**src/hw/exec_pkg.sv**
```systemverilog
// Purpose: Shared constants and types for the skip, lookup and xor execute unit
// Assumes: Wishbone classic slave, 32-bit data, byte addresses, 100 MHz clock
// Notes:   Summary of operation below, one line per behaviour; load-to-register and test-for-zero have no line
// Summary of operation
// - Bit-clear skip tests the chosen operand bit and skips the next instruction when it is 0.
// - The bit-set skip tests the chosen operand bit and skips the next instruction when it is 1.
// - Load-and-test copies the operand to the accumulator and skips when the value is zero.
// - Increment-to-accumulator writes operand plus one to the accumulator and skips on zero.
// - Increment-to-register writes operand plus one back to the register and skips on zero.
// - Decrement-to-accumulator writes operand minus one to the accumulator and skips on zero.
// - Decrement-to-register writes operand minus one back to the register and skips on zero.
// - Lookup-to-register: low byte to the register, high byte to the high result, 2 cycles.
// - Lookup-to-accumulator: low byte to the accumulator, high byte to high result, 2 cycles.
// - The lookup address is the high pointer byte followed by the low pointer byte.
// - Xor of immediate or register into the accumulator: one cycle, zero flag only.
// - Xor to register writes operand xor accumulator back to the register, zero flag only.
package exec_pkg;

  localparam int DATA_W   = 8;
  localparam int PMEM_W   = 16;
  localparam int HIGH_W   = PMEM_W - DATA_W;
  localparam int PADDR_W  = 2 * DATA_W;
  localparam int WB_AW    = 8;
  localparam int WB_DW    = 32;
  localparam int SEL_W    = 4;
  localparam int BIT_W    = 3;
  localparam int OP_W     = 4;

  localparam logic [WB_AW-1:0] OFF_CTRL        = 8'h00;
  localparam logic [WB_AW-1:0] OFF_OPERAND     = 8'h04;
  localparam logic [WB_AW-1:0] OFF_ACC         = 8'h08;
  localparam logic [WB_AW-1:0] OFF_PTR_HIGH    = 8'h0C;
  localparam logic [WB_AW-1:0] OFF_PTR_LOW     = 8'h10;
  localparam logic [WB_AW-1:0] OFF_LOOKUP_HIGH = 8'h14;
  localparam logic [WB_AW-1:0] OFF_RESULT      = 8'h18;
  localparam logic [WB_AW-1:0] OFF_STATUS      = 8'h1C;

  localparam int CTRL_OP_LSB  = 0;
  localparam int CTRL_BIT_LSB = 8;
  localparam int SEL_OP       = 0;
  localparam int SEL_BIT      = 1;

  localparam int STAT_BUSY  = 0;
  localparam int STAT_ZERO  = 1;
  localparam int STAT_SKIP  = 2;
  localparam int STAT_REGWR = 3;

  localparam logic [DATA_W-1:0]  BYTE_ZERO  = 8'h00;
  localparam logic [DATA_W-1:0]  BYTE_ONE   = 8'h01;
  localparam logic [HIGH_W-1:0]  HIGH_ZERO  = 8'h00;
  localparam logic [PADDR_W-1:0] PADDR_ZERO = 16'h0000;
  localparam logic [WB_DW-1:0]   WORD_ZERO  = 32'h0000_0000;
  localparam logic [BIT_W-1:0]   BIT_ZERO   = 3'h0;
  localparam logic [OP_W-1:0]    OP_RESET   = 4'h0;

  typedef enum logic [OP_W-1:0] {
    no_operation,
    skip_if_bit_clear,
    skip_if_bit_set,
    load_acc_skip_if_zero,
    load_reg_skip_if_zero,
    inc_to_acc_skip_if_zero,
    inc_reg_skip_if_zero,
    dec_to_acc_skip_if_zero,
    dec_reg_skip_if_zero,
    lookup_to_reg,
    lookup_to_acc,
    test_for_zero,
    xor_immediate_to_acc,
    xor_reg_to_acc,
    xor_reg_to_reg
  } op_t;

  typedef enum logic [1:0] {
    ST_IDLE,
    ST_EXEC,
    ST_TABLE,
    ST_DISCARD
  } state_t;

endpackage : exec_pkg

```
**src/hw/skip_lookup_xor_execute.sv**
```systemverilog
// Purpose: Executes skip, table lookup and xor instructions for the core
// Assumes: Program memory answers in the same cycle that pmem_rd_o is high; same clock
// Notes:   Operand register stands in for the addressed file register
`timescale 1ns/1ps
`default_nettype none

module skip_lookup_xor_execute (
  input  wire logic                        clk,
  input  wire logic                        rst_n,
  input  wire logic                        wb_cyc_i,
  input  wire logic                        wb_stb_i,
  input  wire logic                        wb_we_i,
  input  wire logic [exec_pkg::WB_AW-1:0]  wb_adr_i,
  input  wire logic [exec_pkg::SEL_W-1:0]  wb_sel_i,
  input  wire logic [exec_pkg::WB_DW-1:0]  wb_dat_i,
  output var  logic [exec_pkg::WB_DW-1:0]  wb_dat_o,
  output var  logic                        wb_ack_o,
  output var  logic [exec_pkg::PADDR_W-1:0] pmem_addr_o,
  output var  logic                        pmem_rd_o,
  input  wire logic [exec_pkg::PMEM_W-1:0] pmem_data_i,
  output var  logic                        file_we_o,
  output var  logic [exec_pkg::DATA_W-1:0] file_wdata_o,
  output var  logic                        skip_o,
  output var  logic                        busy_o
);

  exec_pkg::state_t             state_r;
  exec_pkg::state_t             state_nxt;
  exec_pkg::op_t                op_r;
  logic [exec_pkg::BIT_W-1:0]   bit_sel_r;
  logic [exec_pkg::DATA_W-1:0]  operand_r;
  logic [exec_pkg::DATA_W-1:0]  acc_r;
  logic [exec_pkg::DATA_W-1:0]  ptr_high_r;
  logic [exec_pkg::DATA_W-1:0]  ptr_low_r;
  logic [exec_pkg::HIGH_W-1:0]  lookup_high_r;
  logic                         zero_r;
  logic                         skip_last_r;
  logic                         reg_wr_last_r;

  logic                         req;
  logic                         wr_req;
  logic                         idle;
  logic                         start;
  logic                         exec;
  logic                         lookup_op;

  logic [exec_pkg::DATA_W-1:0]  res_nxt;
  logic                         to_acc_nxt;
  logic                         to_reg_nxt;
  logic                         skip_nxt;
  logic                         upd_zero_nxt;
  logic [exec_pkg::WB_DW-1:0]   rdata_nxt;

  assign req       = wb_cyc_i && wb_stb_i && !wb_ack_o;
  assign wr_req    = req && wb_we_i;
  assign idle      = (state_r == exec_pkg::ST_IDLE);
  assign exec      = (state_r == exec_pkg::ST_EXEC);
  assign start     = wr_req && idle && (wb_adr_i == exec_pkg::OFF_CTRL)
                     && wb_sel_i[exec_pkg::SEL_OP];
  assign lookup_op = (op_r == exec_pkg::lookup_to_reg) || (op_r == exec_pkg::lookup_to_acc);

  // Bus answer one cycle after the request, dropped the cycle after
  always_ff @(posedge clk) begin
    if (!rst_n) begin
      wb_ack_o <= 1'b0;
    end else begin
      wb_ack_o <= req;
    end
  end

  always_comb begin
    rdata_nxt = exec_pkg::WORD_ZERO;
    unique case (wb_adr_i)
      exec_pkg::OFF_CTRL: begin
        rdata_nxt[exec_pkg::CTRL_OP_LSB +: exec_pkg::OP_W]   = op_r;
        rdata_nxt[exec_pkg::CTRL_BIT_LSB +: exec_pkg::BIT_W] = bit_sel_r;
      end
      exec_pkg::OFF_OPERAND:     rdata_nxt[exec_pkg::DATA_W-1:0] = operand_r;
      exec_pkg::OFF_ACC:         rdata_nxt[exec_pkg::DATA_W-1:0] = acc_r;
      exec_pkg::OFF_PTR_HIGH:    rdata_nxt[exec_pkg::DATA_W-1:0] = ptr_high_r;
      exec_pkg::OFF_PTR_LOW:     rdata_nxt[exec_pkg::DATA_W-1:0] = ptr_low_r;
      exec_pkg::OFF_LOOKUP_HIGH: rdata_nxt[exec_pkg::HIGH_W-1:0] = lookup_high_r;
      exec_pkg::OFF_RESULT:      rdata_nxt[exec_pkg::DATA_W-1:0] = file_wdata_o;
      exec_pkg::OFF_STATUS: begin
        rdata_nxt[exec_pkg::STAT_BUSY]  = !idle;
        rdata_nxt[exec_pkg::STAT_ZERO]  = zero_r;
        rdata_nxt[exec_pkg::STAT_SKIP]  = skip_last_r;
        rdata_nxt[exec_pkg::STAT_REGWR] = reg_wr_last_r;
      end
      default: rdata_nxt = exec_pkg::WORD_ZERO;
    endcase
  end

  always_ff @(posedge clk) begin
    if (!rst_n) begin
      wb_dat_o <= exec_pkg::WORD_ZERO;
    end else if (req && !wb_we_i) begin
      wb_dat_o <= rdata_nxt;
    end
  end

  // Command register; a write while busy is dropped rather than queued
  always_ff @(posedge clk) begin
    if (!rst_n) begin
      op_r      <= exec_pkg::op_t'(exec_pkg::OP_RESET);
      bit_sel_r <= exec_pkg::BIT_ZERO;
    end else if (wr_req && idle && wb_adr_i == exec_pkg::OFF_CTRL) begin
      if (wb_sel_i[exec_pkg::SEL_OP]) begin
        op_r <= exec_pkg::op_t'(wb_dat_i[exec_pkg::CTRL_OP_LSB +: exec_pkg::OP_W]);
      end
      if (wb_sel_i[exec_pkg::SEL_BIT]) begin
        bit_sel_r <= wb_dat_i[exec_pkg::CTRL_BIT_LSB +: exec_pkg::BIT_W];
      end
    end
  end

  // Operand and pointers frozen while an instruction runs
  always_ff @(posedge clk) begin
    if (!rst_n) begin
      operand_r  <= exec_pkg::BYTE_ZERO;
      ptr_high_r <= exec_pkg::BYTE_ZERO;
      ptr_low_r  <= exec_pkg::BYTE_ZERO;
    end else if (wr_req && idle && wb_sel_i[0]) begin
      if (wb_adr_i == exec_pkg::OFF_OPERAND) begin
        operand_r <= wb_dat_i[exec_pkg::DATA_W-1:0];
      end
      if (wb_adr_i == exec_pkg::OFF_PTR_HIGH) begin
        ptr_high_r <= wb_dat_i[exec_pkg::DATA_W-1:0];
      end
      if (wb_adr_i == exec_pkg::OFF_PTR_LOW) begin
        ptr_low_r <= wb_dat_i[exec_pkg::DATA_W-1:0];
      end
    end
  end

  // Datapath for the execute cycle
  always_comb begin
    res_nxt      = operand_r;
    to_acc_nxt   = 1'b0;
    to_reg_nxt   = 1'b0;
    skip_nxt     = 1'b0;
    upd_zero_nxt = 1'b0;
    unique case (op_r)
      exec_pkg::skip_if_bit_clear: begin
        skip_nxt = !operand_r[bit_sel_r];
      end
      exec_pkg::skip_if_bit_set: begin
        skip_nxt = operand_r[bit_sel_r];
      end
      exec_pkg::load_acc_skip_if_zero: begin
        to_acc_nxt = 1'b1;
        skip_nxt   = (operand_r == exec_pkg::BYTE_ZERO);
      end
      exec_pkg::load_reg_skip_if_zero: begin
        to_reg_nxt = 1'b1;
        skip_nxt   = (operand_r == exec_pkg::BYTE_ZERO);
      end
      exec_pkg::inc_to_acc_skip_if_zero: begin
        res_nxt    = operand_r + exec_pkg::BYTE_ONE;
        to_acc_nxt = 1'b1;
        skip_nxt   = (res_nxt == exec_pkg::BYTE_ZERO);
      end
      exec_pkg::inc_reg_skip_if_zero: begin
        res_nxt    = operand_r + exec_pkg::BYTE_ONE;
        to_reg_nxt = 1'b1;
        skip_nxt   = (res_nxt == exec_pkg::BYTE_ZERO);
      end
      exec_pkg::dec_to_acc_skip_if_zero: begin
        res_nxt    = operand_r - exec_pkg::BYTE_ONE;
        to_acc_nxt = 1'b1;
        skip_nxt   = (res_nxt == exec_pkg::BYTE_ZERO);
      end
      exec_pkg::dec_reg_skip_if_zero: begin
        res_nxt    = operand_r - exec_pkg::BYTE_ONE;
        to_reg_nxt = 1'b1;
        skip_nxt   = (res_nxt == exec_pkg::BYTE_ZERO);
      end
      exec_pkg::test_for_zero: begin
        upd_zero_nxt = 1'b1;
      end
      exec_pkg::xor_immediate_to_acc,
      exec_pkg::xor_reg_to_acc: begin
        res_nxt      = operand_r ^ acc_r;
        to_acc_nxt   = 1'b1;
        upd_zero_nxt = 1'b1;
      end
      exec_pkg::xor_reg_to_reg: begin
        res_nxt      = operand_r ^ acc_r;
        to_reg_nxt   = 1'b1;
        upd_zero_nxt = 1'b1;
      end
      default: begin
        res_nxt = operand_r;
      end
    endcase
  end

  always_comb begin
    state_nxt = state_r;
    unique case (state_r)
      exec_pkg::ST_IDLE: begin
        if (start) begin
          state_nxt = exec_pkg::ST_EXEC;
        end
      end
      exec_pkg::ST_EXEC: begin
        if (lookup_op) begin
          state_nxt = exec_pkg::ST_TABLE;
        end else if (skip_nxt) begin
          state_nxt = exec_pkg::ST_DISCARD;
        end else begin
          state_nxt = exec_pkg::ST_IDLE;
        end
      end
      exec_pkg::ST_TABLE:   state_nxt = exec_pkg::ST_IDLE;
      exec_pkg::ST_DISCARD: state_nxt = exec_pkg::ST_IDLE;
    endcase
  end

  always_ff @(posedge clk) begin
    if (!rst_n) begin
      state_r <= exec_pkg::ST_IDLE;
      busy_o  <= 1'b0;
    end else begin
      state_r <= state_nxt;
      busy_o  <= (state_nxt != exec_pkg::ST_IDLE);
    end
  end

  // Accumulator; software writes only land while idle
  always_ff @(posedge clk) begin
    if (!rst_n) begin
      acc_r <= exec_pkg::BYTE_ZERO;
    end else if (exec && to_acc_nxt) begin
      acc_r <= res_nxt;
    end else if (state_r == exec_pkg::ST_TABLE && op_r == exec_pkg::lookup_to_acc) begin
      acc_r <= pmem_data_i[exec_pkg::DATA_W-1:0];
    end else if (wr_req && idle && wb_adr_i == exec_pkg::OFF_ACC && wb_sel_i[0]) begin
      acc_r <= wb_dat_i[exec_pkg::DATA_W-1:0];
    end
  end

  // Register write-back strobe, one cycle
  always_ff @(posedge clk) begin
    if (!rst_n) begin
      file_we_o    <= 1'b0;
      file_wdata_o <= exec_pkg::BYTE_ZERO;
    end else if (exec && to_reg_nxt) begin
      file_we_o    <= 1'b1;
      file_wdata_o <= res_nxt;
    end else if (state_r == exec_pkg::ST_TABLE && op_r == exec_pkg::lookup_to_reg) begin
      file_we_o    <= 1'b1;
      file_wdata_o <= pmem_data_i[exec_pkg::DATA_W-1:0];
    end else begin
      file_we_o    <= 1'b0;
    end
  end

  // Program memory port
  always_ff @(posedge clk) begin
    if (!rst_n) begin
      pmem_addr_o <= exec_pkg::PADDR_ZERO;
      pmem_rd_o   <= 1'b0;
    end else begin
      pmem_rd_o <= exec && lookup_op;
      if (exec && lookup_op) begin
        pmem_addr_o <= {ptr_high_r, ptr_low_r};
      end
    end
  end

  always_ff @(posedge clk) begin
    if (!rst_n) begin
      lookup_high_r <= exec_pkg::HIGH_ZERO;
    end else if (state_r == exec_pkg::ST_TABLE) begin
      lookup_high_r <= pmem_data_i[exec_pkg::PMEM_W-1:exec_pkg::DATA_W];
    end
  end

  // Only xor and test touch the flag; skips leave it alone
  always_ff @(posedge clk) begin
    if (!rst_n) begin
      zero_r <= 1'b0;
    end else if (exec && upd_zero_nxt) begin
      zero_r <= (res_nxt == exec_pkg::BYTE_ZERO);
    end
  end

  // Skip marks the discard cycle that drops the fetched word
  always_ff @(posedge clk) begin
    if (!rst_n) begin
      skip_o        <= 1'b0;
      skip_last_r   <= 1'b0;
      reg_wr_last_r <= 1'b0;
    end else begin
      skip_o <= exec && !lookup_op && skip_nxt;
      if (exec) begin
        skip_last_r   <= !lookup_op && skip_nxt;
        reg_wr_last_r <= to_reg_nxt || (op_r == exec_pkg::lookup_to_reg);
      end
    end
  end

  property p_bit_clear;
    @(posedge clk) disable iff (!rst_n)
      exec && op_r == exec_pkg::skip_if_bit_clear
      |=> skip_o == !$past(operand_r[bit_sel_r]);
  endproperty
  a_bit_clear: assert property (p_bit_clear) else $error("bit clear skip wrong");

  property p_bit_set;
    @(posedge clk) disable iff (!rst_n)
      exec && op_r == exec_pkg::skip_if_bit_set && !operand_r[bit_sel_r]
      |=> !skip_o && idle && $stable(zero_r);
  endproperty
  a_bit_set: assert property (p_bit_set) else $error("bit set skip taken wrongly");

  property p_load_acc;
    @(posedge clk) disable iff (!rst_n)
      exec && op_r == exec_pkg::load_acc_skip_if_zero
      |=> acc_r == $past(operand_r) && skip_o == (acc_r == exec_pkg::BYTE_ZERO);
  endproperty
  a_load_acc: assert property (p_load_acc) else $error("load and test wrong");

  property p_inc_acc;
    @(posedge clk) disable iff (!rst_n)
      exec && op_r == exec_pkg::inc_to_acc_skip_if_zero
      |=> acc_r == 8'($past(operand_r) + exec_pkg::BYTE_ONE) && !file_we_o;
  endproperty
  a_inc_acc: assert property (p_inc_acc) else $error("increment to acc wrong");

  property p_dec_reg;
    @(posedge clk) disable iff (!rst_n)
      exec && op_r == exec_pkg::dec_reg_skip_if_zero
      |=> file_we_o && file_wdata_o == 8'($past(operand_r) - exec_pkg::BYTE_ONE)
          && skip_o == (file_wdata_o == exec_pkg::BYTE_ZERO);
  endproperty
  a_dec_reg: assert property (p_dec_reg) else $error("decrement to register wrong");

  property p_lookup_addr;
    @(posedge clk) disable iff (!rst_n)
      exec && lookup_op
      |=> pmem_rd_o && pmem_addr_o == {$past(ptr_high_r), $past(ptr_low_r)}
          ##1 idle && !pmem_rd_o;
  endproperty
  a_lookup_addr: assert property (p_lookup_addr) else $error("lookup address wrong");

  property p_lookup_reg;
    @(posedge clk) disable iff (!rst_n)
      state_r == exec_pkg::ST_TABLE && op_r == exec_pkg::lookup_to_reg
      |=> file_we_o && file_wdata_o == $past(pmem_data_i[exec_pkg::DATA_W-1:0])
          && lookup_high_r == $past(pmem_data_i[exec_pkg::PMEM_W-1:exec_pkg::DATA_W]);
  endproperty
  a_lookup_reg: assert property (p_lookup_reg) else $error("lookup to register wrong");

  property p_xor_acc;
    @(posedge clk) disable iff (!rst_n)
      exec && op_r == exec_pkg::xor_reg_to_acc
      |=> acc_r == ($past(operand_r) ^ $past(acc_r)) && zero_r == (acc_r == exec_pkg::BYTE_ZERO);
  endproperty
  a_xor_acc: assert property (p_xor_acc) else $error("xor to acc wrong");

  property p_xor_reg;
    @(posedge clk) disable iff (!rst_n)
      exec && op_r == exec_pkg::xor_reg_to_reg
      |=> file_wdata_o == ($past(operand_r) ^ $past(acc_r)) && $stable(acc_r) && idle;
  endproperty
  a_xor_reg: assert property (p_xor_reg) else $error("xor to register wrong");

  property p_test;
    @(posedge clk) disable iff (!rst_n)
      exec && op_r == exec_pkg::test_for_zero
      |=> $stable(acc_r) && !file_we_o && zero_r == ($past(operand_r) == exec_pkg::BYTE_ZERO);
  endproperty
  a_test: assert property (p_test) else $error("test instruction wrong");

  property p_skip_len;
    @(posedge clk) disable iff (!rst_n)
      $rose(skip_o) |-> state_r == exec_pkg::ST_DISCARD ##1 idle && !skip_o;
  endproperty
  a_skip_len: assert property (p_skip_len) else $error("skip cycle count wrong");

endmodule : skip_lookup_xor_execute

`default_nettype wire

```
**config.mk**
```make
export PLATFORM = sky130hd
export DESIGN_NAME = skip_lookup_xor_execute
export DESIGN_NICKNAME = d
export VERILOG_FILES = /design/src/hw/exec_pkg.sv /design/src/hw/skip_lookup_xor_execute.sv
export SDC_FILE = /design/constraint.sdc
export NUM_CORES = 1
export LEC_CHECK = 0
export BUFFER_PORTS_ARGS = -buffer_cell sky130_fd_sc_hd__buf_2
export CAP_MARGIN = 10
export CORE_ASPECT_RATIO = 0.8
export CORE_UTILIZATION = 25
export CTS_CLUSTER_DIAMETER = 50
export DETAILED_ROUTE_END_ITERATION = 8
export PLACE_DENSITY = 0.47
export SLEW_MARGIN = 20
export SYNTH_ARGS = -nofsm -noshare
export SYNTH_HDL_FRONTEND = slang
export SYNTH_SLANG_ARGS = --single-unit
```
**constraint.sdc**
```tcl
create_clock -name clk -period 3.8 [get_ports clk]
set_clock_uncertainty 0.2 [all_clocks]
set_input_delay 0.57 -clock clk [delete_from_list [all_inputs] [get_ports clk]]
set_output_delay 0.57 -clock clk [all_outputs]
set_load 0.01 [all_outputs]
```
# == Word-level counts from Yosys, hierarchy flattened ==
# Index checks and enable logic that the tools add are counted.
# classes
bitwise_logic,1
n_addsub,2
reduce_logical,48
magnitude_cmp,1
eq_ne,24
mux,21
# ops
cell,count
logical NOT 8 bit,5
2-to-1 mux 8 bit,5
equality test 8 x 5 -> 1 bit (second input constant),4
one-hot mux 4 bit (8 select lines),1
equality test 4 bit (second input constant),7
one-hot mux 4 bit (6 select lines),1
one-hot mux 8 bit (3 select lines),1
logical AND 1 bit,19
equality test 4 x 3 -> 1 bit (second input constant),4
equality test 8 x 4 -> 1 bit (second input constant),2
AND reduction 2 bit,5
adder 8 x 1 -> 8 bit (second input constant),1
equality test 4 x 2 -> 1 bit (second input constant),2
equality test 8 x 3 -> 1 bit (second input constant),1
OR reduction 2 bit,4
OR reduction 4 bit,2
subtractor 8 x 1 -> 8 bit (second input constant),1
bitwise XOR 8 bit,1
2-to-1 mux 1 bit,6
2-to-1 mux 2 bit,3
one-hot mux 2 bit (3 select lines),1
logical NOT 1 bit,5
one-hot mux 1 bit (5 select lines),1
OR reduction 5 bit,1
11 further kinds,14
# word_totals
inputBits,65
wordCells,116
out_inout_bits,61
regBits,92

# == Depth between registers and ports, before layout ==
# Gate-level depths: netlist of the first run.
# logic_depth
depth_word,9
ltp_mapped,9
mapped_depth_nobuf,8

# == Least setup slack after synthesis of the first run ==
# Ideal clock, no wire load.
# synth_path
path_kind,flip-flop to flip-flop
from,register operand_r[0] (netlist bit)
to,register zero_r
path_stages_with_launch,9
setup_time_ns,0.096
setup_slack_ns,1.182
n_path_buf,1
t_arrival_ns,2.323
required_ns,3.504
cell_sequence,dfxtp_1 > clkbuf_1 > inv_1 > ha_1 > xnor2_1 > o22ai_1 > or3_1 > or4_1 > o41ai_2
# synth_between
elab_chain_len,3
# synth_lines
element,line,rtl
"start, declared",skip_lookup_xor_execute.sv:31,logic [exec_pkg::DATA_W-1:0] operand_r;
"start signal, assigned",skip_lookup_xor_execute.sv:120,operand_r <= exec_pkg::BYTE_ZERO;
"start signal, assigned",skip_lookup_xor_execute.sv:125,operand_r <= wb_dat_i[exec_pkg::DATA_W-1:0];
subtractor 8 x 1 -> 8 bit (tied with other cells),"skip_lookup_xor_execute.sv:169, skip_lookup_xor_execute.sv:174",
one-hot mux 8 bit (3 select lines) (*),skip_lookup_xor_execute.sv:143,unique case (op_r)
logical NOT 8 bit (*),skip_lookup_xor_execute.sv:285,zero_r <= (res_nxt == exec_pkg::BYTE_ZERO);
"end signal, assigned",skip_lookup_xor_execute.sv:285,
"end, declared",skip_lookup_xor_execute.sv:36,logic zero_r;
# Every way passes the cells marked *; elsewhere a longest branch is shown, timed or not.
# A chain may end at the register's enable or synchronous reset.

# == Final worst setup path of the first run ==
# layout_path
from,register op_r[0]
to,register zero_r
# layout_between
elab_chain_len,4
# layout_lines
element,line,rtl
"start, declared",skip_lookup_xor_execute.sv:29,exec_pkg::op_t op_r;
"start signal, assigned",skip_lookup_xor_execute.sv:105,op_r <= exec_pkg::op_t'(exec_pkg::OP_RESET);
"start signal, assigned",skip_lookup_xor_execute.sv:109,op_r <= exec_pkg::op_t'(wb_dat_i[exec_pkg::CTRL_OP_LSB +: exec_pkg::OP_W]);
equality test 4 bit or equality test 4 x 3 -> 1 bit (tied branches),skip_lookup_xor_execute.sv:143,
OR reduction 3 bit (no source line) (tied with other cells),-,
one-hot mux 8 bit (3 select lines) or 2-to-1 mux 1 bit (tied branches),skip_lookup_xor_execute.sv:143,
logical NOT 8 bit or logical AND 1 bit (tied branches),"skip_lookup_xor_execute.sv:285, skip_lookup_xor_execute.sv:284",
# Parallel ways exist; a longest one is shown, timed or not.

==> run_results.csv, run 1 <==
group,metric,value,unit
global_route,first_global_vias,4615,
sta,tns,0,ps
power_and_ir_drop,cellLeakagePower,2.46,nW
critical_path,setup.worst_path.end_class,"register",
global_route,global_route.usage.met3,2.93,%
sta,rsz_0062_raised_after_global_routing,"no",
global_route,grt_usage,17.2,%
logic_synthesis,ys_seq_area_share,34.8,%
floorplanning,floorplan.initialDensity,25.6,%
critical_path,timing.critical_path.slowest_stage_cell,"sky130_fd_sc_hd__xnor2_1",
sta,period_needed,3000,ps
global_route,global_route.usage.met2,22.4,%
placed_design,finalWeightedCongestion,0.865,
power_and_ir_drop,power.share.combinational,5.3,%
critical_path,path_buf_inv,0,
critical_path,worstPathRequired,3850,ps
sta,max_slew.worst_pin.slew,853,ps
logic_synthesis,synth_largest_type_area_fraction,34.8,%
power_and_ir_drop,netSwitchingPower,0.490,mW
min_path,holdPathEnd,"pmem_addr_o[12]",
placed_design,place_ws,867,ps
logic_synthesis,netlist.top_cell.by_area,"sky130_fd_sc_hd__dfxtp_1",
floorplanning,floorplan.die.height,132,um
final_layout,final_layout_size_suffix_gt1_share,18.2,%
global_route,grt_start_max_net_pins,75,
power_and_ir_drop,peakVddDrop,223,uV
route,drt-initial-drc-count,599,
critical_path,setup.reg_to_reg.worst_slack,800,ps
clock_tree,clock_path_buffers,2,
placed_design,placedCellCount,991,
clock_tree,worst_skew_pair.late_latency,350,ps
sta,fin_hold_ws,251,ps
final_layout,fillerInstances,2295,
critical_path,r2r-end,"zero_r",
sta,max_freq,333,MHz
logic_synthesis,synthTopCellsByCount,"sky130_fd_sc_hd__nand2_1, sky130_fd_sc_hd__dfxtp_1, sky130_fd_sc_hd__a21oi_1",
route,antenna_violating_nets_post_route,0,
final_layout,ant_diodes,0,
logic_synthesis,synth_area_leaders,"sky130_fd_sc_hd__dfxtp_1, sky130_fd_sc_hd__nand2_1, sky130_fd_sc_hd__mux2i_1",
sta,finalSetupViolCount,0,
critical_path,crit_family,"simple AND/OR/NAND/NOR gates",
final_layout,fin_cells,1007,
logic_synthesis,synth_area,5300,um^2
clock_tree,cts.repair.resized,0,
clock_tree,root_buffer,"sky130_fd_sc_hd__clkbuf_16",
logic_synthesis,asyncSetResetFlopFracSynth,0,%
clock_tree,numCtsBuffers,9,
critical_path,critical_path_class,"register to register",
critical_path,critPathMaxStageDelay,590,ps
critical_path,worstPathCellList,"xnor2_1 -> or2_1 -> o22ai_1 -> or3_1 -> or4_1 -> o41ai_2",
floorplanning,ios,126,
critical_path,critical_path.startpoint_type,"register",
floorplanning,core_region_area,20700,um^2
route,routed_wirelength,18600,um
sta,timing.final.max_slew_violations,0,
job,number_of_max_cap_violations,0,
clock_tree,numClockSinks,92,
logic_synthesis,synth_top_flop_cell,"sky130_fd_sc_hd__dfxtp_1",
placed_design,port-buffer-count,81,
critical_path,crit_fanout,13,
route,drt-wirelength-per-cell,18.4,um
route,drc,0,
clock_tree,cts_h_tree_lvls,3,
logic_synthesis,synthMostInstantiatedCell,"sky130_fd_sc_hd__nand2_1",
critical_path,crit_arrival,3050,ps
placed_design,dpl.hpwl,13600,um
floorplanning,die-area,21800,um^2
clock_tree,path_clk_slew,70,ps
final_layout,synth_to_final_area_change,16.8,%
logic_synthesis,number_of_flops_mapped_to_enable_cells_by_yosys,0,
clock_tree,postCtsSetupBuffers,0,
global_route,initial_antenna_violation_count,0,
power_and_ir_drop,power_density_over_cell_area,334,nW/um^2
floorplanning,std_cell_rows,47,
route,vias_per_cell,5.10,
power_and_ir_drop,pwr-share-clk,48.0,%
run_status,outcome,"finished clean",
clock_tree,cts_hold_buf,0,
critical_path,reg2reg_depth,6,
logic_synthesis,synth_area_per_cell,7.80,um^2
final_layout,final_nets,802,
sta,setup_slack,800,ps
clock_tree,tritoncts,"done",
logic_synthesis,ys_types,63,
power_and_ir_drop,p_sw_share,23.7,%
global_route,grt.overflow.total,0,
sta,final_min_period_over_clock_period,78.9,%
power_and_ir_drop,p_int,1.58,mW
sta,final-hold-violation-count,0,
global_route,grt_use_met1,28.2,%
route,dr_total_vias,5137,
sta,max_slew_margin,43.1,%
min_path,min_delay_path_depth,2,
logic_synthesis,postSynthCellCount,679,
logic_synthesis,register_bit_total_from_synthesis,92,
logic_synthesis,yosys_warnings,0,
power_and_ir_drop,p_seq_share,46.7,%
power_and_ir_drop,fin_total_pwr,2.07,mW
floorplanning,die_w,165,um
min_path,hold_path_class,"register to register",
route,detailedRoute.firstPassIterationCount,5,
global_route,grt_first_pass_wirelength,28400,um
global_route,busiest_layer,"met1",
min_path,worstHoldStart,"pmem_addr_o[12]",
critical_path,worstReg2RegStart,"op_r[0]",
==> cell usage in the layout (no fill, tap or decap), types with 5 or more instances in the layout <==
cell	instances
sky130_fd_sc_hd__a21oi_1	67
sky130_fd_sc_hd__nor2_1	50
sky130_fd_sc_hd__or4_1	5
sky130_fd_sc_hd__or2_2	5
sky130_fd_sc_hd__nand3_1	32
sky130_fd_sc_hd__buf_4	16
sky130_fd_sc_hd__a31oi_1	8
sky130_fd_sc_hd__a22o_1	5
sky130_fd_sc_hd__nor4_1	8
sky130_fd_sc_hd__or3_1	5
sky130_fd_sc_hd__nor2b_1	8
sky130_fd_sc_hd__inv_1	10
sky130_fd_sc_hd__o22ai_1	9
sky130_fd_sc_hd__clkbuf_16	9
sky130_fd_sc_hd__buf_2	81
sky130_fd_sc_hd__nand2_1	104
sky130_fd_sc_hd__conb_1	21
sky130_fd_sc_hd__nor3_1	13
sky130_fd_sc_hd__o211ai_1	7
sky130_fd_sc_hd__nand2b_1	8
sky130_fd_sc_hd__nand4b_1	5
sky130_fd_sc_hd__o21ai_0	22
sky130_fd_sc_hd__and3_1	7
sky130_fd_sc_hd__mux2_2	12
sky130_fd_sc_hd__mux2i_1	36
sky130_fd_sc_hd__dfxtp_1	92
sky130_fd_sc_hd__a211oi_1	7
sky130_fd_sc_hd__xnor2_1	13
==> worst reg2reg max path, cell delays in order, from the launching register on <==
cell and delay (ps):
sky130_fd_sc_hd__dfxtp_1 440, sky130_fd_sc_hd__xnor2_1 600, sky130_fd_sc_hd__or2_1 320, sky130_fd_sc_hd__o22ai_1 110, sky130_fd_sc_hd__or3_1 430, sky130_fd_sc_hd__or4_1 550
sky130_fd_sc_hd__o41ai_2 270
==> kinds of logic (layout without fill, tap and decap cells) <==
logic type / count (synthesis) / in the layout / share of synthesized area [%]
other cells: 1 / 21 / 0.0708
mux: 50 / 50 / 10.2
compound gates: 158 / 158 / 18.6
buf+inv: 85 / 124 / 7.75
fa+ha+maj: 6 / 6 / 1.32
xor+xnor: 17 / 17 / 2.81
simple gates: 270 / 270 / 24.5
flops: 92 / 92 / 34.8
==> flip-flops by register name, indices dropped and copies added, names as in the netlist, 2 cells and up <==
signal	count
lookup_high_r	8
wb_dat_o	11
bit_sel_r	3
file_wdata_o	8
ptr_high_r	8
operand_r	8
state_r	2
acc_r	8
op_r	4
ptr_low_r	8
pmem_addr_o	16
==> layout make-up <==
type	count	area, um^2	area share, %
clock inverter	7	98.8	1.60
inverter	11	41.3	0.667
clock buffer	9	225	3.64
timing repair buffer	97	526	8.49
tap	269	337	5.44
multi-input combinational	522	3120	50.4
sequential	92	1840	29.8
==> per-stage QoR <==
step	instance area [um^2]	utilization [%]
after floorplan	5370	-
after global placement	5870	28.3
after detailed placement	5870	28.3
after CTS	6190	29.9
after global routing	6190	29.9
final	6190	29.9
==> worst max path at each step <==
stage | endpoint | cells past startpoint | slack (ps) | startpoint
after detailed placement | zero_r | 6 | 870 | op_r[0]
after global routing | zero_r | 6 | 640 | op_r[0]
after floorplan | zero_r | 8 | 1180 | operand_r[0]
after CTS | zero_r | 6 | 840 | op_r[0]
final | zero_r | 6 | 800 | op_r[0]
after global placement | zero_r | 6 | 920 | op_r[0]
==> layer usage <==
metal / part of all wire (%) / up-vias
li1: - / 2481
met1: 54 / 2448
met2: 38 / 191
met3: 6.7 / 17
met4: 1.1 / 0
met5: 0 / -
==> power by group through the flow <==
stage               clock, mW  sequential (mW)  combinational (mW)
floorplan                   0            0.991              0.0705
global placement            0            0.990               0.108
detailed placement          0            0.990               0.108
CTS                      1.02            0.967               0.108
global route             1.06            0.967               0.118
finish                  0.994            0.967               0.109
(Power assumes the default switching activity.)
==> inputs of run 2 (changes only) <==
--- a/config.mk
+++ b/config.mk
@@ -11,7 +11,7 @@
 export CORE_UTILIZATION = 25
 export CTS_CLUSTER_DIAMETER = 50
 export DETAILED_ROUTE_END_ITERATION = 8
-export PLACE_DENSITY = 0.47
+export PLACE_DENSITY = 0.49
 export SLEW_MARGIN = 20
 export SYNTH_ARGS = -nofsm -noshare
 export SYNTH_HDL_FRONTEND = slang
==> constraint.sdc (replaced) <==
create_clock -name clk -period 2.5 [get_ports clk]
set_clock_uncertainty 0.2 [all_clocks]
set_input_delay 0.375 -clock clk [delete_from_list [all_inputs] [get_ports clk]]
set_output_delay 0.375 -clock clk [all_outputs]
set_load 0.01 [all_outputs]
==> run 2 against run 1 <==
Setup slack worse by 790 ps. Global-route usage up 0.87 points. Worst hold slack worse by 190 ps. Critical path type unchanged. Critical endpoint unchanged. Clock-buffer cell count up 1. Flip-flop and latch count unchanged. Register-to-register slack worse by 790 ps. Clock power up 46%. Total power up 49%. Die area unchanged. First-iteration DRC count down 6.2%.
==> run_results.csv, run 2 (synthesized netlist as in run 1, its figures left out) <==
group,metric,value,unit
global_route,grt.overflow.total,0,
clock_tree,root_buffer,"sky130_fd_sc_hd__clkbuf_16",
floorplanning,die_w,165,um
sta,max_slew_margin,44.9,%
final_layout,reg.largest.list,"pmem_addr_o x16, wb_dat_o x11",
global_route,first_global_vias,4978,
critical_path,timing.critical_path.from,"op_r[1]",
clock_tree,cts_hold_buf,0,
critical_path,setup.reg_to_reg.worst_slack,10,ps
sta,period_needed,2490,ps
sta,max_freq,402,MHz
floorplanning,floorplan.initialDensity,25.6,%
placed_design,dpl.hpwl,14900,um
final_layout,registers.top_by_ff_count,"pmem_addr_o",
critical_path,crit_fanout,7,
floorplanning,floorplan.die.height,132,um
floorplanning,die-area,21800,um^2
critical_path,critical_path.startpoint_type,"register",
critical_path,critPathMaxStageDelay,520,ps
clock_tree,tritoncts,"done",
critical_path,worstPathCellList,"buf_4 -> or3b_1 -> o21ai_1 -> a21oi_1 -> or3_1 -> or4_4 -> o41ai_2",
route,drt-wirelength-per-cell,18.2,um
sta,finalSetupViolCount,0,
final_layout,final_cell_mix,"sky130_fd_sc_hd__nand2_1, sky130_fd_sc_hd__dfxtp_1, sky130_fd_sc_hd__buf_2",
floorplanning,std_cell_rows,47,
placed_design,placedInstanceArea,6330,um^2
power_and_ir_drop,peakVddDrop,324,uV
run_status,outcome,"finished clean",
critical_path,critPathCapture,"zero_r",
final_layout,synth_to_final_area_change,26.2,%
placed_design,port-buffer-count,81,
sta,final-hold-violation-count,0,
job,number_of_max_cap_violations,0,
critical_path,reg2reg_depth,7,
power_and_ir_drop,power_density_over_cell_area,463,nW/um^2
global_route,grt_first_pass_wirelength,29800,um
route,routed_wirelength,19400,um
critical_path,cp_num_cells,7,
clock_tree,numCtsBuffers,9,
floorplanning,ios,126,
route,antenna_violating_nets_post_route,0,
route,detailedRoute.firstPassIterationCount,6,
route,vias_per_cell,5.05,
critical_path,setup.worst_path.end_class,"register",
final_layout,fillerInstances,2244,
placed_design,finalWeightedCongestion,0.876,
clock_tree,clock_path_buffers,2,
global_route,grt_usage,18.1,%
final_layout,ant_diodes,0,
route,drt-initial-drc-count,562,
final_layout,final_layout_size_suffix_gt1_share,25.9,%
power_and_ir_drop,cellLeakagePower,2.76,nW
final_layout,final_core_utilization,32.3,%
sta,rsz_0062_raised_after_global_routing,"yes",
clock_tree,cts_h_tree_lvls,3,
final_layout,mostFrequentLayoutCell,"sky130_fd_sc_hd__nand2_1",
final_layout,largest_register_ff_count,16,
clock_tree,worst_skew_pair.late_latency,350,ps
critical_path,r2r-end,"zero_r",
critical_path,critical_path_class,"register to register",
critical_path,worstPathRequired,2550,ps
critical_path,crit_family,"simple AND/OR/NAND/NOR gates",
global_route,grt_start_max_net_pins,75,
route,dr_total_vias,5373,
sta,fin_hold_ws,62.0,ps
sta,timing.final.max_slew_violations,0,
critical_path,path_buf_inv,1,
sta,max_slew.worst_pin.slew,827,ps
clock_tree,numClockSinks,92,
critical_path,worstReg2RegStart,"op_r[1]",
critical_path,crit_arrival,2540,ps
final_layout,final_design_area_no_fill,6690,um^2
critical_path,timing.critical_path.slowest_stage_cell,"sky130_fd_sc_hd__or4_4",
route,drc,0,
floorplanning,core_region_area,20700,um^2
final_layout,final_nets,860,
global_route,initial_antenna_violation_count,0,
clock_tree,path_clk_slew,70,ps
min_path,hold_path_class,"primary input to register",
sta,final_min_period_over_clock_period,99.6,%
## run 2: changes by cell type in the layout (fill, tap and decap cells not counted), moves of 2 or more
cell / before / now
sky130_fd_sc_hd__buf_12: 0 / 2
sky130_fd_sc_hd__buf_4: 16 / 72
sky130_fd_sc_hd__dfxtp_1: 92 / 88
sky130_fd_sc_hd__dfxtp_2: 0 / 3
sky130_fd_sc_hd__nor4_1: 8 / 6
sky130_fd_sc_hd__nor4_2: 0 / 2
sky130_fd_sc_hd__or4_1: 5 / 3
sky130_fd_sc_hd__or4_4: 0 / 2
## run 2: final cells by class
| class | count | area, um^2 | share of cell area (%) |
|---|---|---|---|
| well taps | 269 | 337 | 5.03 |
| flip-flops and latches | 92 | 1850 | 27.7 |
| multi-input cells | 522 | 3160 | 47.3 |
| repair buffers | 155 | 986 | 14.7 |
| clock buffers | 10 | 239 | 3.57 |
| inverters | 11 | 41.3 | 0.618 |
| clock inverters | 6 | 68.8 | 1.03 |
## run 2: through the flow
step	setup WS, ps	cells	setup TNS, ps	power (mW)
final	9.94	1065	0	3.09
after global routing	-53.1	1065	-53.1	3.19
after CTS	5.76	1065	0	3.12
after detailed placement	-9.47	1049	-9.47	1.67
after global placement	0.708	1049	0	1.67
after floorplan	24.9	699	0	1.61
## run 2: how the worst min path moves through the flow
stage,from,endpoint,slack [ps],cells after the start
after floorplan,lookup_high_r[3],lookup_high_r[3],230,2
after global placement,wb_dat_o[2],wb_dat_o[2],240,2
after detailed placement,pmem_addr_o[15],pmem_addr_o[15],240,2
after CTS,wb_dat_i[10],bit_sel_r[2],50,3
after global routing,pmem_data_i[12],lookup_high_r[4],70,3
final,wb_dat_i[10],bit_sel_r[2],60,3
## run 2: worst reg2reg max path, cell delays in order (launching register included)
cell and delay, ps:
sky130_fd_sc_hd__dfxtp_4 380, sky130_fd_sc_hd__buf_4 140, sky130_fd_sc_hd__or3b_1 370, sky130_fd_sc_hd__o21ai_1 140
sky130_fd_sc_hd__a21oi_1 50, sky130_fd_sc_hd__or3_1 340, sky130_fd_sc_hd__or4_4 520, sky130_fd_sc_hd__o41ai_2 260
## run 2: power by group
group / switching [mW] / internal, mW
sequential: 0.00244 / 1.47
combinational: 0.117 / 0.0532
clock: 0.642 / 0.811
total: 0.761 / 2.33
## run 2: what timing repair did
item,CTS,global route
endpoints found under the setup margin,3,8
setup buffers,0,0
pin swaps,0,1
gates resized for setup,3,13
## run 2: metal layers
layer  vias up  global-route usage, %  part of all wire (%)
li1       2590                      -                     -
met1      2584                   28.4                    52
met2       184                   24.5                    40
met3        15                   4.15                   7.6
met4         0                   3.41                  0.85
met5         -                      0                     0
==> inputs of run 3 (changes only) <==
==> constraint.sdc (replaced) <==
create_clock -name clk -period 2.5 [get_ports clk]
set_clock_uncertainty 0.2 [all_clocks]
set_input_delay 0.25 -clock clk [delete_from_list [all_inputs] [get_ports clk]]
set_output_delay 0.25 -clock clk [all_outputs]
set_load 0.01 [all_outputs]
==> run 3 against run 2 <==
Total power is 1.6% lower. Register-to-register slack better by 50 ps. Largest power group unchanged. Highest routed layer unchanged. Clock power is 5% lower. Utilization is 0.13 points higher. Cell area is 0.39% higher. Non-clock buffer count is 4 higher. Via count is 0.35% lower.
==> run_results.csv, run 3 (synthesized netlist as in run 1, its figures left out) <==
group,metric,value,unit
route,routedLengthMet1,9850,um
critical_path,critical_path.startpoint_type,"register",
final_layout,largest_register_ff_count,16,
clock_tree,numClockSinks,92,
critical_path,crit_family,"simple AND/OR/NAND/NOR gates",
clock_tree,worst_skew_pair.late_latency,340,ps
final_layout,fin_cells,1069,
route,antenna_violating_nets_post_route,0,
floorplanning,floorplan.initialDensity,25.6,%
route,drc,0,
placed_design,port-buffer-count,81,
sta,tns,0,ps
global_route,grt_first_pass_wirelength,29300,um
route,met2WireLength,7590,um
placed_design,dpl.hpwl,14800,um
critical_path,critPathMaxStageDelay,550,ps
route,top_signal_layer_used,"met4",
run_status,outcome,"finished clean",
route,drt-initial-drc-count,540,
power_and_ir_drop,cellLeakagePower,2.76,nW
critical_path,path_buf_inv,0,
final_layout,registers.top_by_ff_count,"pmem_addr_o",
clock_tree,numCtsBuffers,9,
placed_design,finalWeightedCongestion,0.873,
global_route,grt_start_max_net_pins,75,
sta,max_slew_margin,65.8,%
critical_path,crit_arrival,2510,ps
global_route,initial_antenna_violation_count,0,
placed_design,placedCellCount,1042,
critical_path,setup.worst_path.end_class,"register",
floorplanning,std_cell_rows,47,
final_layout,final_nets,864,
clock_tree,root_buffer,"sky130_fd_sc_hd__clkbuf_16",
power_and_ir_drop,peakVddDrop,272,uV
floorplanning,core_region_area,20700,um^2
power_and_ir_drop,fin_total_pwr,3.04,mW
floorplanning,floorplan.die.height,132,um
job,number_of_max_cap_violations,0,
critical_path,setup.reg_to_reg.worst_slack,60,ps
critical_path,worstPathRequired,2570,ps
sta,max_freq,410,MHz
sta,final-hold-violation-count,0,
final_layout,fillerInstances,2256,
clock_tree,cts_h_tree_lvls,3,
sta,finalSetupViolCount,0,
floorplanning,die-area,21800,um^2
critical_path,reg2reg_depth,6,
final_layout,synth_to_final_area_change,26.7,%
clock_tree,clock_path_buffers,2,
min_path,hold_path_class,"primary input to register",
final_layout,ant_diodes,0,
clock_tree,tritoncts,"done",
route,routed_wirelength,19200,um
min_path,min_delay_path_depth,3,
clock_tree,path_clk_slew,60,ps
global_route,first_global_vias,4908,
final_layout,mostFrequentLayoutCell,"sky130_fd_sc_hd__nand2_1",
final_layout,final_core_utilization,32.4,%
sta,final_min_period_over_clock_period,97.5,%
min_path,holdPathEnd,"wb_ack_o",
min_path,worstHoldStart,"wb_stb_i",
route,vias_per_cell,5.01,
final_layout,reg.largest.list,"pmem_addr_o x16, wb_dat_o x11",
final_layout,final_cell_mix,"sky130_fd_sc_hd__nand2_1, sky130_fd_sc_hd__dfxtp_1, sky130_fd_sc_hd__buf_2",
critical_path,timing.critical_path.slowest_stage_cell,"sky130_fd_sc_hd__or4b_4",
global_route,grt_usage,17.7,%
global_route,grt.overflow.total,0,
floorplanning,die_w,165,um
power_and_ir_drop,power_density_over_cell_area,453,nW/um^2
sta,period_needed,2440,ps
sta,max_slew.worst_pin.slew,508,ps
route,drt-wirelength-per-cell,17.9,um
sta,rsz_0062_raised_after_global_routing,"yes",
route,route.met3.wl,1600,um
route,dr_total_vias,5354,
sta,timing.final.max_slew_violations,0,
critical_path,critical_path_class,"register to register",
route,detailedRoute.firstPassIterationCount,5,
floorplanning,ios,126,
clock_tree,postCtsSetupBuffers,0,
critical_path,worstPathCellList,"or4b_4 -> and2_4 -> or4_4 -> o2111a_2 -> mux2_2 -> o21ai_1",
critical_path,crit_fanout,7,
critical_path,worstReg2RegStart,"op_r[0]",
critical_path,timing.critical_path.from,"op_r[0]",
critical_path,r2r-end,"acc_r[5]",
final_layout,final_layout_size_suffix_gt1_share,24.6,%
==> run 3: cell types whose count changed in the layout (fill, tap and decap cells not counted), moves of 2 or more <==
| cell | change |
|---|---|
| sky130_fd_sc_hd__dlygate4sd3_1 | +11 |
| sky130_fd_sc_hd__dfxtp_1 | -2 |
| sky130_fd_sc_hd__inv_6 | -2 |
| sky130_fd_sc_hd__clkbuf_1 | +3 |
| sky130_fd_sc_hd__buf_4 | -6 |
| sky130_fd_sc_hd__dfxtp_2 | +3 |
==> run 3: per-layer routing <==
| layer | GRT usage, % | vias to the layer above |
|---|---|---|
| met5 | 0 | - |
| met4 | 2.80 | 0 |
| met3 | 4.47 | 12 |
| met2 | 24.3 | 207 |
| met1 | 27.6 | 2531 |
| li1 | - | 2604 |
==> run 3: worst max-delay path by stage <==
stage,endpoint,slack [ps],cells past startpoint
6_report,acc_r[5],60,6
5_1_grt,zero_r,-40,7
4_1_cts,acc_r[5],2,6
3_5_place_dp,acc_r[5],-40,6
3_3_place_gp,acc_r[5],9,6
2_1_floorplan,zero_r,20,8
==> run 3: cell type report <==
type                            instances  area, um^2  area share [%]
Timing Repair Buffer                  159        1030            15.4
Tap cell                              269         337            5.01
Inverter                               11        41.3           0.615
Clock inverter                          3        46.3           0.690
Clock buffer                           13         250            3.73
Multi-Input combinational cell        522        3160            47.0
Sequential cell                        92        1850            27.6
==> run 3: metrics by stage <==
stage	cell area [um^2]	hold WS [ps]	setup slack, ps
after floorplan	5380	186	24.9
after global placement	6260	240	8.85
after detailed placement	6260	243	-44.6
after CTS	6680	6.68	1.85
after global routing	6710	25.9	-42.9
final	6710	18.6	63.0
==> run 3: timing repair <==
item,CTS,global route
endpoints found under the setup margin,4,12
resized for setup,4,11
endpoints found under the hold margin,11,0
hold buffers,11,0
==> run 3: report_power, final <==
part / internal [mW] / switching [mW]
combinational: 0.0669 / 0.121
sequential: 1.47 / 0.00261
clock: 0.806 / 0.577
total: 2.34 / 0.701
==> run 3: tightest hold or removal path, cell delays in order <==
cell and delay, ps:
sky130_fd_sc_hd__buf_2 90, sky130_fd_sc_hd__nand2_1 100, sky130_fd_sc_hd__nor3_1 60
